`src/shared/fps_pkg.sv`:
```
/*
  Constants, types and timing figures for the fan PWM supervisor.
  Assumes a single 50 MHz system clock; the analog front end delivers
  comparator decisions and a duty command, not raw voltages.
*/
// Summary of operation
// - Drive duty follows the control voltage, 0% at span bottom to 100%.
// - The PWM period is the time base for every cycle counter except blanking, which counts ramp steps.
// - Starting the fan from off forces drive on for 32 PWM cycles.
// - A fan fault runs the diagnostic timer, then start-up, then shuts down.
// - Missing pulses count as a fault only outside shutdown and auto-shutdown.
// - A fan fault pulls the alarm low and latches shutdown until cleared.
// - Alarm is asserted while duty is 100%, unlatched, released below it.
// - Shutdown level enters shutdown with alarm off; release level exits.
// - Auto-shutdown stops the fan; restart needs level plus hysteresis.
// - Rotation pulses on the sense input are taken as proof of turning.
// - The fan drive output is active high.
// - No rotation pulse for 32 consecutive PWM cycles is a timeout.
// - The diagnostic timer drives the fan high for 3 PWM cycles.
// - Sense pulses caused by the drive turning on are blanked.
// - Entering shutdown clears timers and latched faults like power-up.
package fps_pkg;

  // ****************************************************************
  // Clock and time base
  // ****************************************************************
  localparam int CLK_HZ = 50_000_000;
  localparam int PWM_RATE_HZ = 30;
  localparam int DUTY_W = 8;
  localparam int RAMP_STEPS = 2 ** DUTY_W;
  // Period rounds down so the PWM never runs slower than nominal
  localparam int STEP_CYCLES = CLK_HZ / (PWM_RATE_HZ * RAMP_STEPS);

  // ****************************************************************
  // Supervision counts, in PWM cycles; blanking in ramp steps
  // ****************************************************************
  localparam int STARTUP_PWM = 32;
  localparam int MISS_PWM = 32;
  localparam int DIAG_PWM = 3;
  localparam int CNT_W = 6;
  localparam int BLANK_STEPS = 4;

  // Comparator decisions from the analog front end
  typedef struct packed {
    logic shdn_lo; // Control voltage at or below shutdown level
    logic rel_hi;  // Control voltage at or above release level
    logic as_lo;   // At or below auto-shutdown level
    logic as_hi;   // Above auto-shutdown level plus hysteresis
    logic full_hi; // At or above the full duty level
  } fps_cmp_s;

  // Supervisor states, one-hot
  typedef enum logic [6:0] {
    ST_OFF   = 7'h01,
    ST_AUTO  = 7'h02,
    ST_START = 7'h04,
    ST_RETRY = 7'h08,
    ST_RUN   = 7'h10,
    ST_DIAG  = 7'h20,
    ST_FAULT = 7'h40
  } fps_state_e;

endpackage

```
`src/verilog/fps_top.sv`:
```
/*
  Fan PWM supervisor: duty generation, start-up and diagnostic timers,
  missing-pulse detection, fault latch and alarm.
  Assumes comparator decisions and the rotation pulse arrive
  asynchronously, and the duty command comes from logic on mclk_i.
*/
module fps_top #(
  parameter int STEP_CYCLES = fps_pkg::STEP_CYCLES
) (
  input wire logic mclk_i,                    // 50 MHz clock
  input wire logic rst_b_i,                   // Async reset, active low
  input wire fps_pkg::fps_cmp_s cmp_i,        // Async comparator decisions
  input wire logic [fps_pkg::DUTY_W-1:0] duty_cmd_i, // Duty command
  input wire logic rot_pulse_i,               // Async rotation pulse
  output logic fan_drive_out_o,               // Fan drive, active high
  output logic alarm_od_o,                    // Alarm pin data, always low
  output logic alarm_oe_o,                    // High pulls the alarm low
  output logic pwm_tick_o                     // One pulse per PWM period
);

  // ****************************************************************
  // Input synchronisers
  // ****************************************************************
  fps_pkg::fps_cmp_s cmp_m, cmp_s;
  logic rot_m, rot_s, rot_d;

  // Two flops per asynchronous input before any use
  always_ff @(posedge mclk_i or negedge rst_b_i) begin
    if (!rst_b_i) begin
      cmp_m <= '0;
      cmp_s <= '0;
      rot_m <= 1'b0;
      rot_s <= 1'b0;
      rot_d <= 1'b0;
    end else begin
      cmp_m <= cmp_i;
      cmp_s <= cmp_m;
      rot_m <= rot_pulse_i;
      rot_s <= rot_m;
      rot_d <= rot_s;
    end
  end

  // ****************************************************************
  // Time base: step divider and ramp
  // ****************************************************************
  localparam int SW = $clog2(STEP_CYCLES + 1);
  logic [SW-1:0] step_cnt, next_step_cnt;
  logic [fps_pkg::DUTY_W-1:0] ramp, next_ramp;
  logic step_en, tick;

  // Ramp advances once per step; wrap marks the PWM boundary
  always_comb begin
    step_en = (step_cnt == SW'(STEP_CYCLES - 1));
    next_step_cnt = step_en ? '0 : step_cnt + SW'(1);
    next_ramp = step_en ? ramp + fps_pkg::DUTY_W'(1) : ramp;
    tick = step_en && (ramp == {fps_pkg::DUTY_W{1'b1}});
  end

  always_ff @(posedge mclk_i or negedge rst_b_i) begin
    if (!rst_b_i) begin
      step_cnt <= '0;
      ramp <= '0;
    end else begin
      step_cnt <= next_step_cnt;
      ramp <= next_ramp;
    end
  end

  // ****************************************************************
  // Mode flags with hysteresis
  // ****************************************************************
  logic shdn_mode, next_shdn_mode, as_mode, next_as_mode;

  // Updated only at the PWM boundary; set wins over release
  always_comb begin
    next_shdn_mode = shdn_mode;
    next_as_mode = as_mode;
    if (tick) begin
      if (cmp_s.shdn_lo) begin
        next_shdn_mode = 1'b1;
      end else if (cmp_s.rel_hi) begin
        next_shdn_mode = 1'b0;
      end
      if (cmp_s.as_lo) begin
        next_as_mode = 1'b1;
      end else if (cmp_s.as_hi) begin
        next_as_mode = 1'b0;
      end
    end
  end

  // Power-up counts as a start from off, so both flags start clear
  always_ff @(posedge mclk_i or negedge rst_b_i) begin
    if (!rst_b_i) begin
      shdn_mode <= 1'b0;
      as_mode <= 1'b0;
    end else begin
      shdn_mode <= next_shdn_mode;
      as_mode <= next_as_mode;
    end
  end

  // ****************************************************************
  // Rotation sense with blanking
  // ****************************************************************
  localparam int BW = $clog2(fps_pkg::BLANK_STEPS + 1);
  logic [BW-1:0] blank_cnt, next_blank_cnt;
  logic seen, next_seen, rot_edge, seen_now, drive_rise;
  logic next_drive;

  // Drive turn-on transients would fake rotation, so mask them
  always_comb begin
    drive_rise = next_drive && !fan_drive_out_o;
    next_blank_cnt = blank_cnt;
    if (drive_rise) begin
      next_blank_cnt = BW'(fps_pkg::BLANK_STEPS);
    end else if (step_en && blank_cnt != '0) begin
      next_blank_cnt = blank_cnt - BW'(1);
    end
    rot_edge = rot_s && !rot_d && (blank_cnt == '0);
    // Pulse in the boundary cycle still counts for the ending period
    seen_now = seen || rot_edge;
    next_seen = tick ? 1'b0 : seen_now;
  end

  always_ff @(posedge mclk_i or negedge rst_b_i) begin
    if (!rst_b_i) begin
      blank_cnt <= '0;
      seen <= 1'b0;
    end else begin
      blank_cnt <= next_blank_cnt;
      seen <= next_seen;
    end
  end

  // ****************************************************************
  // Supervisor state machine
  // ****************************************************************
  localparam logic [fps_pkg::CNT_W-1:0] START_LAST =
    fps_pkg::CNT_W'(fps_pkg::STARTUP_PWM - 1);
  localparam logic [fps_pkg::CNT_W-1:0] MISS_LAST =
    fps_pkg::CNT_W'(fps_pkg::MISS_PWM - 1);
  localparam logic [fps_pkg::CNT_W-1:0] DIAG_LAST =
    fps_pkg::CNT_W'(fps_pkg::DIAG_PWM - 1);

  fps_pkg::fps_state_e state, next_state;
  logic [fps_pkg::CNT_W-1:0] cnt, next_cnt;
  logic cnt_inc, got, next_got, got_now;

  // Priority shutdown, fault hold, auto-shutdown, then sequencing, per boundary
  always_comb begin
    next_state = state;
    cnt_inc = 1'b0;
    got_now = got || seen_now;
    if (tick) begin
      if (next_shdn_mode) begin
        next_state = fps_pkg::ST_OFF;
      end else if (state == fps_pkg::ST_FAULT) begin
        next_state = fps_pkg::ST_FAULT; // Latched until shutdown
      end else if (next_as_mode) begin
        next_state = fps_pkg::ST_AUTO;
      end else begin
        case (state)
          fps_pkg::ST_OFF, fps_pkg::ST_AUTO: begin
            next_state = fps_pkg::ST_START; // Restart from off
          end
          // Timers always run full length, pulses only pick the exit
          fps_pkg::ST_START, fps_pkg::ST_RETRY: begin
            cnt_inc = 1'b1;
            if (cnt == START_LAST) begin
              next_state = got_now ? fps_pkg::ST_RUN :
                (state == fps_pkg::ST_START) ? fps_pkg::ST_RETRY :
                fps_pkg::ST_FAULT;
            end
          end
          fps_pkg::ST_RUN: begin
            cnt_inc = !seen_now;
            if (!seen_now && cnt == MISS_LAST) begin
              next_state = fps_pkg::ST_DIAG;
            end
          end
          fps_pkg::ST_DIAG: begin
            cnt_inc = 1'b1;
            if (cnt == DIAG_LAST) begin
              next_state = got_now ? fps_pkg::ST_RUN : fps_pkg::ST_RETRY;
            end
          end
          default: begin
            next_state = fps_pkg::ST_OFF;
          end
        endcase
      end
    end
    // Any state change, or a pulse while running, restarts the count
    if (next_state != state || (tick && seen_now && !cnt_inc)) begin
      next_cnt = '0;
    end else if (cnt_inc) begin
      next_cnt = cnt + fps_pkg::CNT_W'(1);
    end else begin
      next_cnt = cnt;
    end
    // A pulse anywhere in a timer is kept until the timer ends
    next_got = (next_state != state) ? 1'b0 : (tick ? got_now : got);
  end

  // Reset lands in start-up: power-up is a start from off
  always_ff @(posedge mclk_i or negedge rst_b_i) begin
    if (!rst_b_i) begin
      state <= fps_pkg::ST_START;
      cnt <= '0;
      got <= 1'b0;
    end else begin
      state <= next_state;
      cnt <= next_cnt;
      got <= next_got;
    end
  end

  // ****************************************************************
  // Drive and alarm outputs
  // ****************************************************************
  logic full_duty, next_alarm, alarm, tick_q;

  // Full drive in timers, ramp compare in run, off elsewhere
  always_comb begin
    full_duty = cmp_s.full_hi;
    case (state)
      fps_pkg::ST_START, fps_pkg::ST_RETRY, fps_pkg::ST_DIAG: begin
        next_drive = 1'b1;
      end
      fps_pkg::ST_RUN: begin
        next_drive = full_duty || (ramp < duty_cmd_i);
      end
      default: begin
        next_drive = 1'b0;
      end
    endcase
    // Fault latches the alarm; full duty asserts it only while true
    case (state)
      fps_pkg::ST_FAULT: next_alarm = 1'b1;
      fps_pkg::ST_START, fps_pkg::ST_RETRY, fps_pkg::ST_RUN,
      fps_pkg::ST_DIAG: next_alarm = full_duty;
      default: next_alarm = 1'b0;
    endcase
  end

  always_ff @(posedge mclk_i or negedge rst_b_i) begin
    if (!rst_b_i) begin
      fan_drive_out_o <= 1'b0;
      alarm <= 1'b0;
      tick_q <= 1'b0;
    end else begin
      fan_drive_out_o <= next_drive; // High turns the switch on
      alarm <= next_alarm;
      tick_q <= tick;
    end
  end

  // Open-drain alarm: only ever pulls low
  assign alarm_od_o = 1'b0;
  assign alarm_oe_o = alarm;
  assign pwm_tick_o = tick_q;
endmodule
```
`config.mk`:
```
export PLATFORM = sky130hd
export DESIGN_NAME = fps_top
export DESIGN_NICKNAME = d
export VERILOG_FILES = /design/src/shared/fps_pkg.sv /design/src/verilog/fps_top.sv
export SDC_FILE = /design/constraint.sdc
export NUM_CORES = 1
export LEC_CHECK = 0
export ABC_AREA = 1
export BUFFER_PORTS_ARGS = -buffer_cell sky130_fd_sc_hd__buf_2
export CAP_MARGIN = 20
export CORE_MARGIN = 2
export CORE_UTILIZATION = 55
export CTS_CLUSTER_DIAMETER = 200
export CTS_CLUSTER_SIZE = 40
export DETAILED_ROUTE_END_ITERATION = 8
export PLACE_DENSITY_LB_ADDON = 0.08
export REMOVE_ABC_BUFFERS = 1
export SYNTH_ARGS = -nofsm -noshare
export SYNTH_HDL_FRONTEND = slang
export SYNTH_SLANG_ARGS = --single-unit
```
`constraint.sdc`:
```
create_clock -name mclk_i -period 1.9 [get_ports mclk_i]
set_clock_uncertainty 0.1 [all_clocks]
set_input_delay 0.095 -clock mclk_i [delete_from_list [all_inputs] [get_ports mclk_i]]
set_output_delay 0.095 -clock mclk_i [all_outputs]
set_load 0.1 [all_outputs]
```
# Yosys cells after proc, flatten, opt, wreduce, memory -nomap -nowiden
# Cells that the tools add are included.
# op_classes
addsub	4
n_lt_le_gt_ge	1
eq_ne	12
mux	32
reduce_logical	25
# ops
operator	count
7-bit two-way mux	9
7-bit one-hot mux with 4 select lines	1
13-bit by 1-bit adder with 13-bit output (second input constant)	1
13-bit == test (second input constant)	1
1-bit two-way mux	13
13-bit two-way mux	1
6-bit two-way mux	2
8-bit by 1-bit adder with 8-bit output (second input constant)	1
8-bit == test (second input constant)	1
1-bit logical AND	8
8-bit < comparator	1
7-bit by 1-bit == test with 1-bit output (second input constant)	1
7-bit by 2-bit == test with 1-bit output (second input constant)	1
7-bit by 3-bit == test with 1-bit output (second input constant)	1
7-bit by 4-bit == test with 1-bit output (second input constant)	1
7-bit by 5-bit == test with 1-bit output (second input constant)	1
7-bit by 6-bit == test with 1-bit output (second input constant)	1
7-bit == test (second input constant)	1
7-bit inequality test	1
6-bit by 1-bit adder with 6-bit output (second input constant)	1
6-bit by 2-bit == test with 1-bit output (second input constant)	1
6-bit by 5-bit == test with 1-bit output (second input constant)	1
3-bit two-way mux	2
1-bit one-hot mux with 2 select lines	3
other kinds (10)	19
# totals
reg_bits	57
elab_cells	99

# Depth between registers and ports, before layout
# depth
word_depth	15
mapped_depth	18

# Worst setup path after synthesis
# Ideal clock, no wire load.
# synth_path
path_kind	flip-flop to flip-flop
start	reg step_cnt[1]
end	reg cnt[4] (netlist name)
arrival_time_ns	1.842
required_ns	1.680
slack_ns	-0.161
path_stages_with_launch	15
path_buffers	0
period_less_slack_ns	2.061
cell_sequence	dfrtp_1 > inv_1 > ha_1 > inv_1 > nor2_1 > nand2_1 > nor2_2 > nand3_2 > nor2_4 > nand3_2 > nor3_2 > nand4_1 > nor2_1 > xor2_1 > nor2_1
# synth_between
elab_chain_len	11
# synth_rtl
element	line	rtl
start, declared	fps_top.sv:48	logic [SW-1:0] step_cnt, next_step_cnt;
start signal, assigned	fps_top.sv:65	step_cnt <= next_step_cnt;
13-bit == test *	fps_top.sv:54	step_en = (step_cnt == SW'(STEP_CYCLES - 1));
1-bit logical AND *	fps_top.sv:57	tick = step_en && (ramp == {fps_pkg::DUTY_W{1'b1}});
named net tick	fps_top.sv:50	logic step_en, tick;
parallel branches: the longest is 9 deep, another holds 7-bit two-way mux	-	
end signal, assigned	fps_top.sv:215	cnt <= next_cnt;
end, declared	fps_top.sv:148	logic [fps_pkg::CNT_W-1:0] cnt, next_cnt;
# Mark *: on every way through the listed nets, which the timed path passes.
# A chain may end at the register's enable or synchronous reset.

# Worst setup path in the final report
# layout_path
start	reg step_cnt[1]
end	reg cnt[1] (netlist name)
# The elaborated chain is that of the path after synthesis.

==> results.toml <==
[power_and_ir_drop]
p_per_area_nw_per_um2 = 459
switching_share_pct = 24.5
p_switching_w = 0.000558
pwr-share-seq_pct = 54.0
pwr-share-clk_pct = 42.4
combPwrFrac_pct = 3.6
p_leak_nw = 2.62
p_int_w = 0.00172
ir_worst_vdd_mv = 0.452

[synth]
ys_seq_area_share_pct = 41.7
ys_ff_latch = 57
yosysTopAreaCell = "dfrtp_1"
synth.avg_cell_area_um2 = 7.63
async_reset_ff_share_pct = 100
netlist.area_leader.share_pct = 40.9
synth-edff-count = 0
ys.warnings.count = 0
synth_cells = 449
yosysMostFrequentCell = "nand2_1"
ys_top_cells_by_area = "dfrtp_1, nand2_1, inv_1, nand3_1, nor2_1"
syn_area_um2 = 3420
yosys_most_used_dff = "dfrtp_1"
ys_types = 34
synth_common_cells = "nand2_1, inv_1, dfrtp_1"

[setup_path]
startpoint_type = "flip-flop"
worstPathRequired_ns = 2.07
crit_path_max_fanout = 5
critical_path_class = "reg -> reg"
r2r_start = "step_cnt[1]"
ff2ff_setup_slack_ns = -0.44
end_kind = "flip-flop"
startpoint = "step_cnt[1]"
arrival_ns = 2.52

[sta]
finalCritPeriodShare_pct = 123
hold-worst-slack_ns = 0.196
period_needed_ns = 2.34
hold_violations = 0
rsz0062_at_grt = "yes"
max_clock_freq_mhz = 427
finalWorstSetupSlack_ns = -0.443
finalSetupViolations = 15
finalSetupTns_ns = -3.67
final_max_slew_viol_count = 0

[floorplan]
dieWidth_um = 82.9
initial_core_util_pct = 57.5
dieArea_um2 = 6870
fp-row-count = 28
pin_count = 20
coreArea_um2 = 5960
die-height_um = 82.9

[finish]
fin_util_pct = 83.4
syn_to_final_growth_pct = 45.1
regArea_um2 = 1430
antenna_cells = 0
layout.nets = 625
nFillCells = 381
drive_above_1_share_pct = 39.3
multi_input_area_um2 = 1920
layout.cells.non_filler = 675

[placed_design]
placed_cells = 632
hpwlAfterDp_mm = 6.88
place_congestion = 0.925
port_buffers = 18
place_ws_ns = -0.470

[clocking]
htree_num_levels = 3
cts.sinks = 57
numCtsBuffers = 9
cts_tree = "built"
root_buffer = "clkbuf_8"
clk_latency_ns = 0.34
clk_pin_slew_worst_paths_ns = 0.07
clk_path_buf_depth = 2

[outcome]
violations = "setup timing"
status = "finished, violations left"

[route]
ant_nets = 0
first_pass_iters = 5
drc = 0
finalWirelength_mm = 10.1
viasPerCell = 5.24
vias = 3534
drt-initial-drc-count = 184
wl_per_cell_um = 14.9

[global_routing]
grt_max_degree = 58
grt_first_pass_wirelength_mm = 16.3
overflow = 0
grt_pass1_vias = 3637
grt_use_total_pct = 29.2
antenna_found_initial = 0

[min_path]
hold_class = "in -> async"

[job]
maxCapViolations = 0
[path summary, 6_finish.rpt]
path / end / cells past startpoint
worst max-delay path: cnt[1] / 18
worst min-delay path: fan_drive_out_o / 3
max in group asynchronous: state[2] / 3
worst max register to register: cnt[1] / 18
worst min register to register: cmp_s[1] / 0
min in group mclk_i: fan_drive_out_o / 6
[state kept, by name, summed over array words and instances, names as in the netlist, 3 cells and up]
signal / count
step_cnt: 13
ramp: 8
state: 7
cnt: 6
cmp_m: 5
cmp_s: 4
blank_cnt: 3
[layout by cell type (no fill, tap or decap), types with 2 or more instances in the layout]
| cell type | netlist | final |
|---|---|---|
| a21oi_1 | 14 | 13 |
| buf_12 | 0 | 2 |
| buf_2 | 2 | 18 |
| buf_4 | 1 | 109 |
| buf_6 | 0 | 2 |
| clkbuf_8 | 0 | 9 |
| clkinv_2 | 0 | 4 |
| clkinvlp_4 | 0 | 2 |
| dfrtp_1 | 56 | 56 |
| dlygate4sd3_1 | 0 | 7 |
| ha_1 | 14 | 11 |
| ha_4 | 0 | 2 |
| inv_1 | 78 | 72 |
| inv_2 | 7 | 12 |
| inv_4 | 1 | 2 |
| nand2_1 | 87 | 77 |
| nand2_2 | 5 | 13 |
| nand2_4 | 2 | 3 |
| nand3_1 | 46 | 31 |
| nand3_2 | 2 | 14 |
| nand3_4 | 1 | 4 |
| nand4_1 | 13 | 13 |
| nor2_1 | 50 | 39 |
| nor2_2 | 9 | 14 |
| nor2_4 | 5 | 11 |
| nor3_1 | 8 | 5 |
| nor3_2 | 4 | 6 |
| o211ai_1 | 2 | 2 |
| o21ai_0 | 15 | 10 |
| o21ai_1 | 0 | 4 |
| o21bai_1 | 2 | 2 |
| or2_2 | 2 | 2 |
| xnor2_1 | 2 | 2 |
| xor2_1 | 13 | 12 |
[final cells by class]
class | count | share of cell area [%]
multi-input cells | 303 | 38.6
clock buffers | 10 | 2.57
repair buffers | 138 | 20.9
well taps | 75 | 1.89
clock inverters | 6 | 0.705
inverters | 86 | 6.60
flip-flops and latches | 57 | 28.7
[power groups by stage]
| stage | Combinational (W) | Sequential [W] | Clock, W |
|---|---|---|---|
| after floorplan | 0.0000211 | 0.00125 | 0 |
| after global routing | 0.0000928 | 0.00123 | 0.00103 |
| after CTS | 0.0000833 | 0.00123 | 0.000978 |
| final | 0.0000810 | 0.00123 | 0.000967 |
| after detailed placement | 0.0000705 | 0.00125 | 0 |
| after global placement | 0.0000673 | 0.00125 | 0 |
[critical path, cell delays in order, from the launching register on]
cell and delay [ns]:
dfrtp_1 0.39, inv_2 0.07, ha_4 0.14, inv_2 0.04, nor2_1 0.07, nand2_1 0.09, nor2_2 0.15, nand3_2 0.14
nor2_4 0.15, nand3_4 0.13, inv_4 0.09, nand2_1 0.05, nand3_1 0.08, nand2_2 0.10, nor2_4 0.09, nand2_2 0.07
nor2_2 0.09, nand2_2 0.10, nor2_2 0.12
[metal layers]
layer  GRT usage [%]  vias to the layer above  routed length [µm]
met1            36.9                     1678                4230
met4            9.09                        0                 206
met5               0                        -                   0
li1                -                     1710                   -
met2            50.4                      123                5070
met3            5.67                       23                 557
[cell families (layout without fill, tap and decap cells)]
family / Yosys count / after routing / share of synthesized area, %
and+or+nand+nor: 234 / 234 / 32.8
buffers and inverters: 89 / 240 / 10.0
DFF: 57 / 57 / 41.7
AOI/OAI and AO/OA: 39 / 39 / 6.47
xor gates and xnor gates: 15 / 15 / 3.84
adders and majority gates: 14 / 14 / 5.12
other: 1 / 1 / 0.110
[through the flow]
| stage | instance area [µm²] | power [W] |
|---|---|---|
| floorplan | 3410 | 0.00127 |
| global placement | 4300 | 0.00132 |
| detailed placement | 4300 | 0.00133 |
| CTS | 4790 | 0.00229 |
| global route | 4970 | 0.00236 |
| finish | 4970 | 0.00228 |
[repair_timing]
| item | CTS | global route |
|---|---|---|
| pin swaps | 15 | 17 |
| setup buffers | 13 | 7 |
| setup endpoints to repair | 14 | 23 |
| gates resized for setup | 36 | 39 |
| hold endpoints to repair | 63 | 0 |
| hold buffers | 7 | 0 |
(Power assumes the default switching activity.)
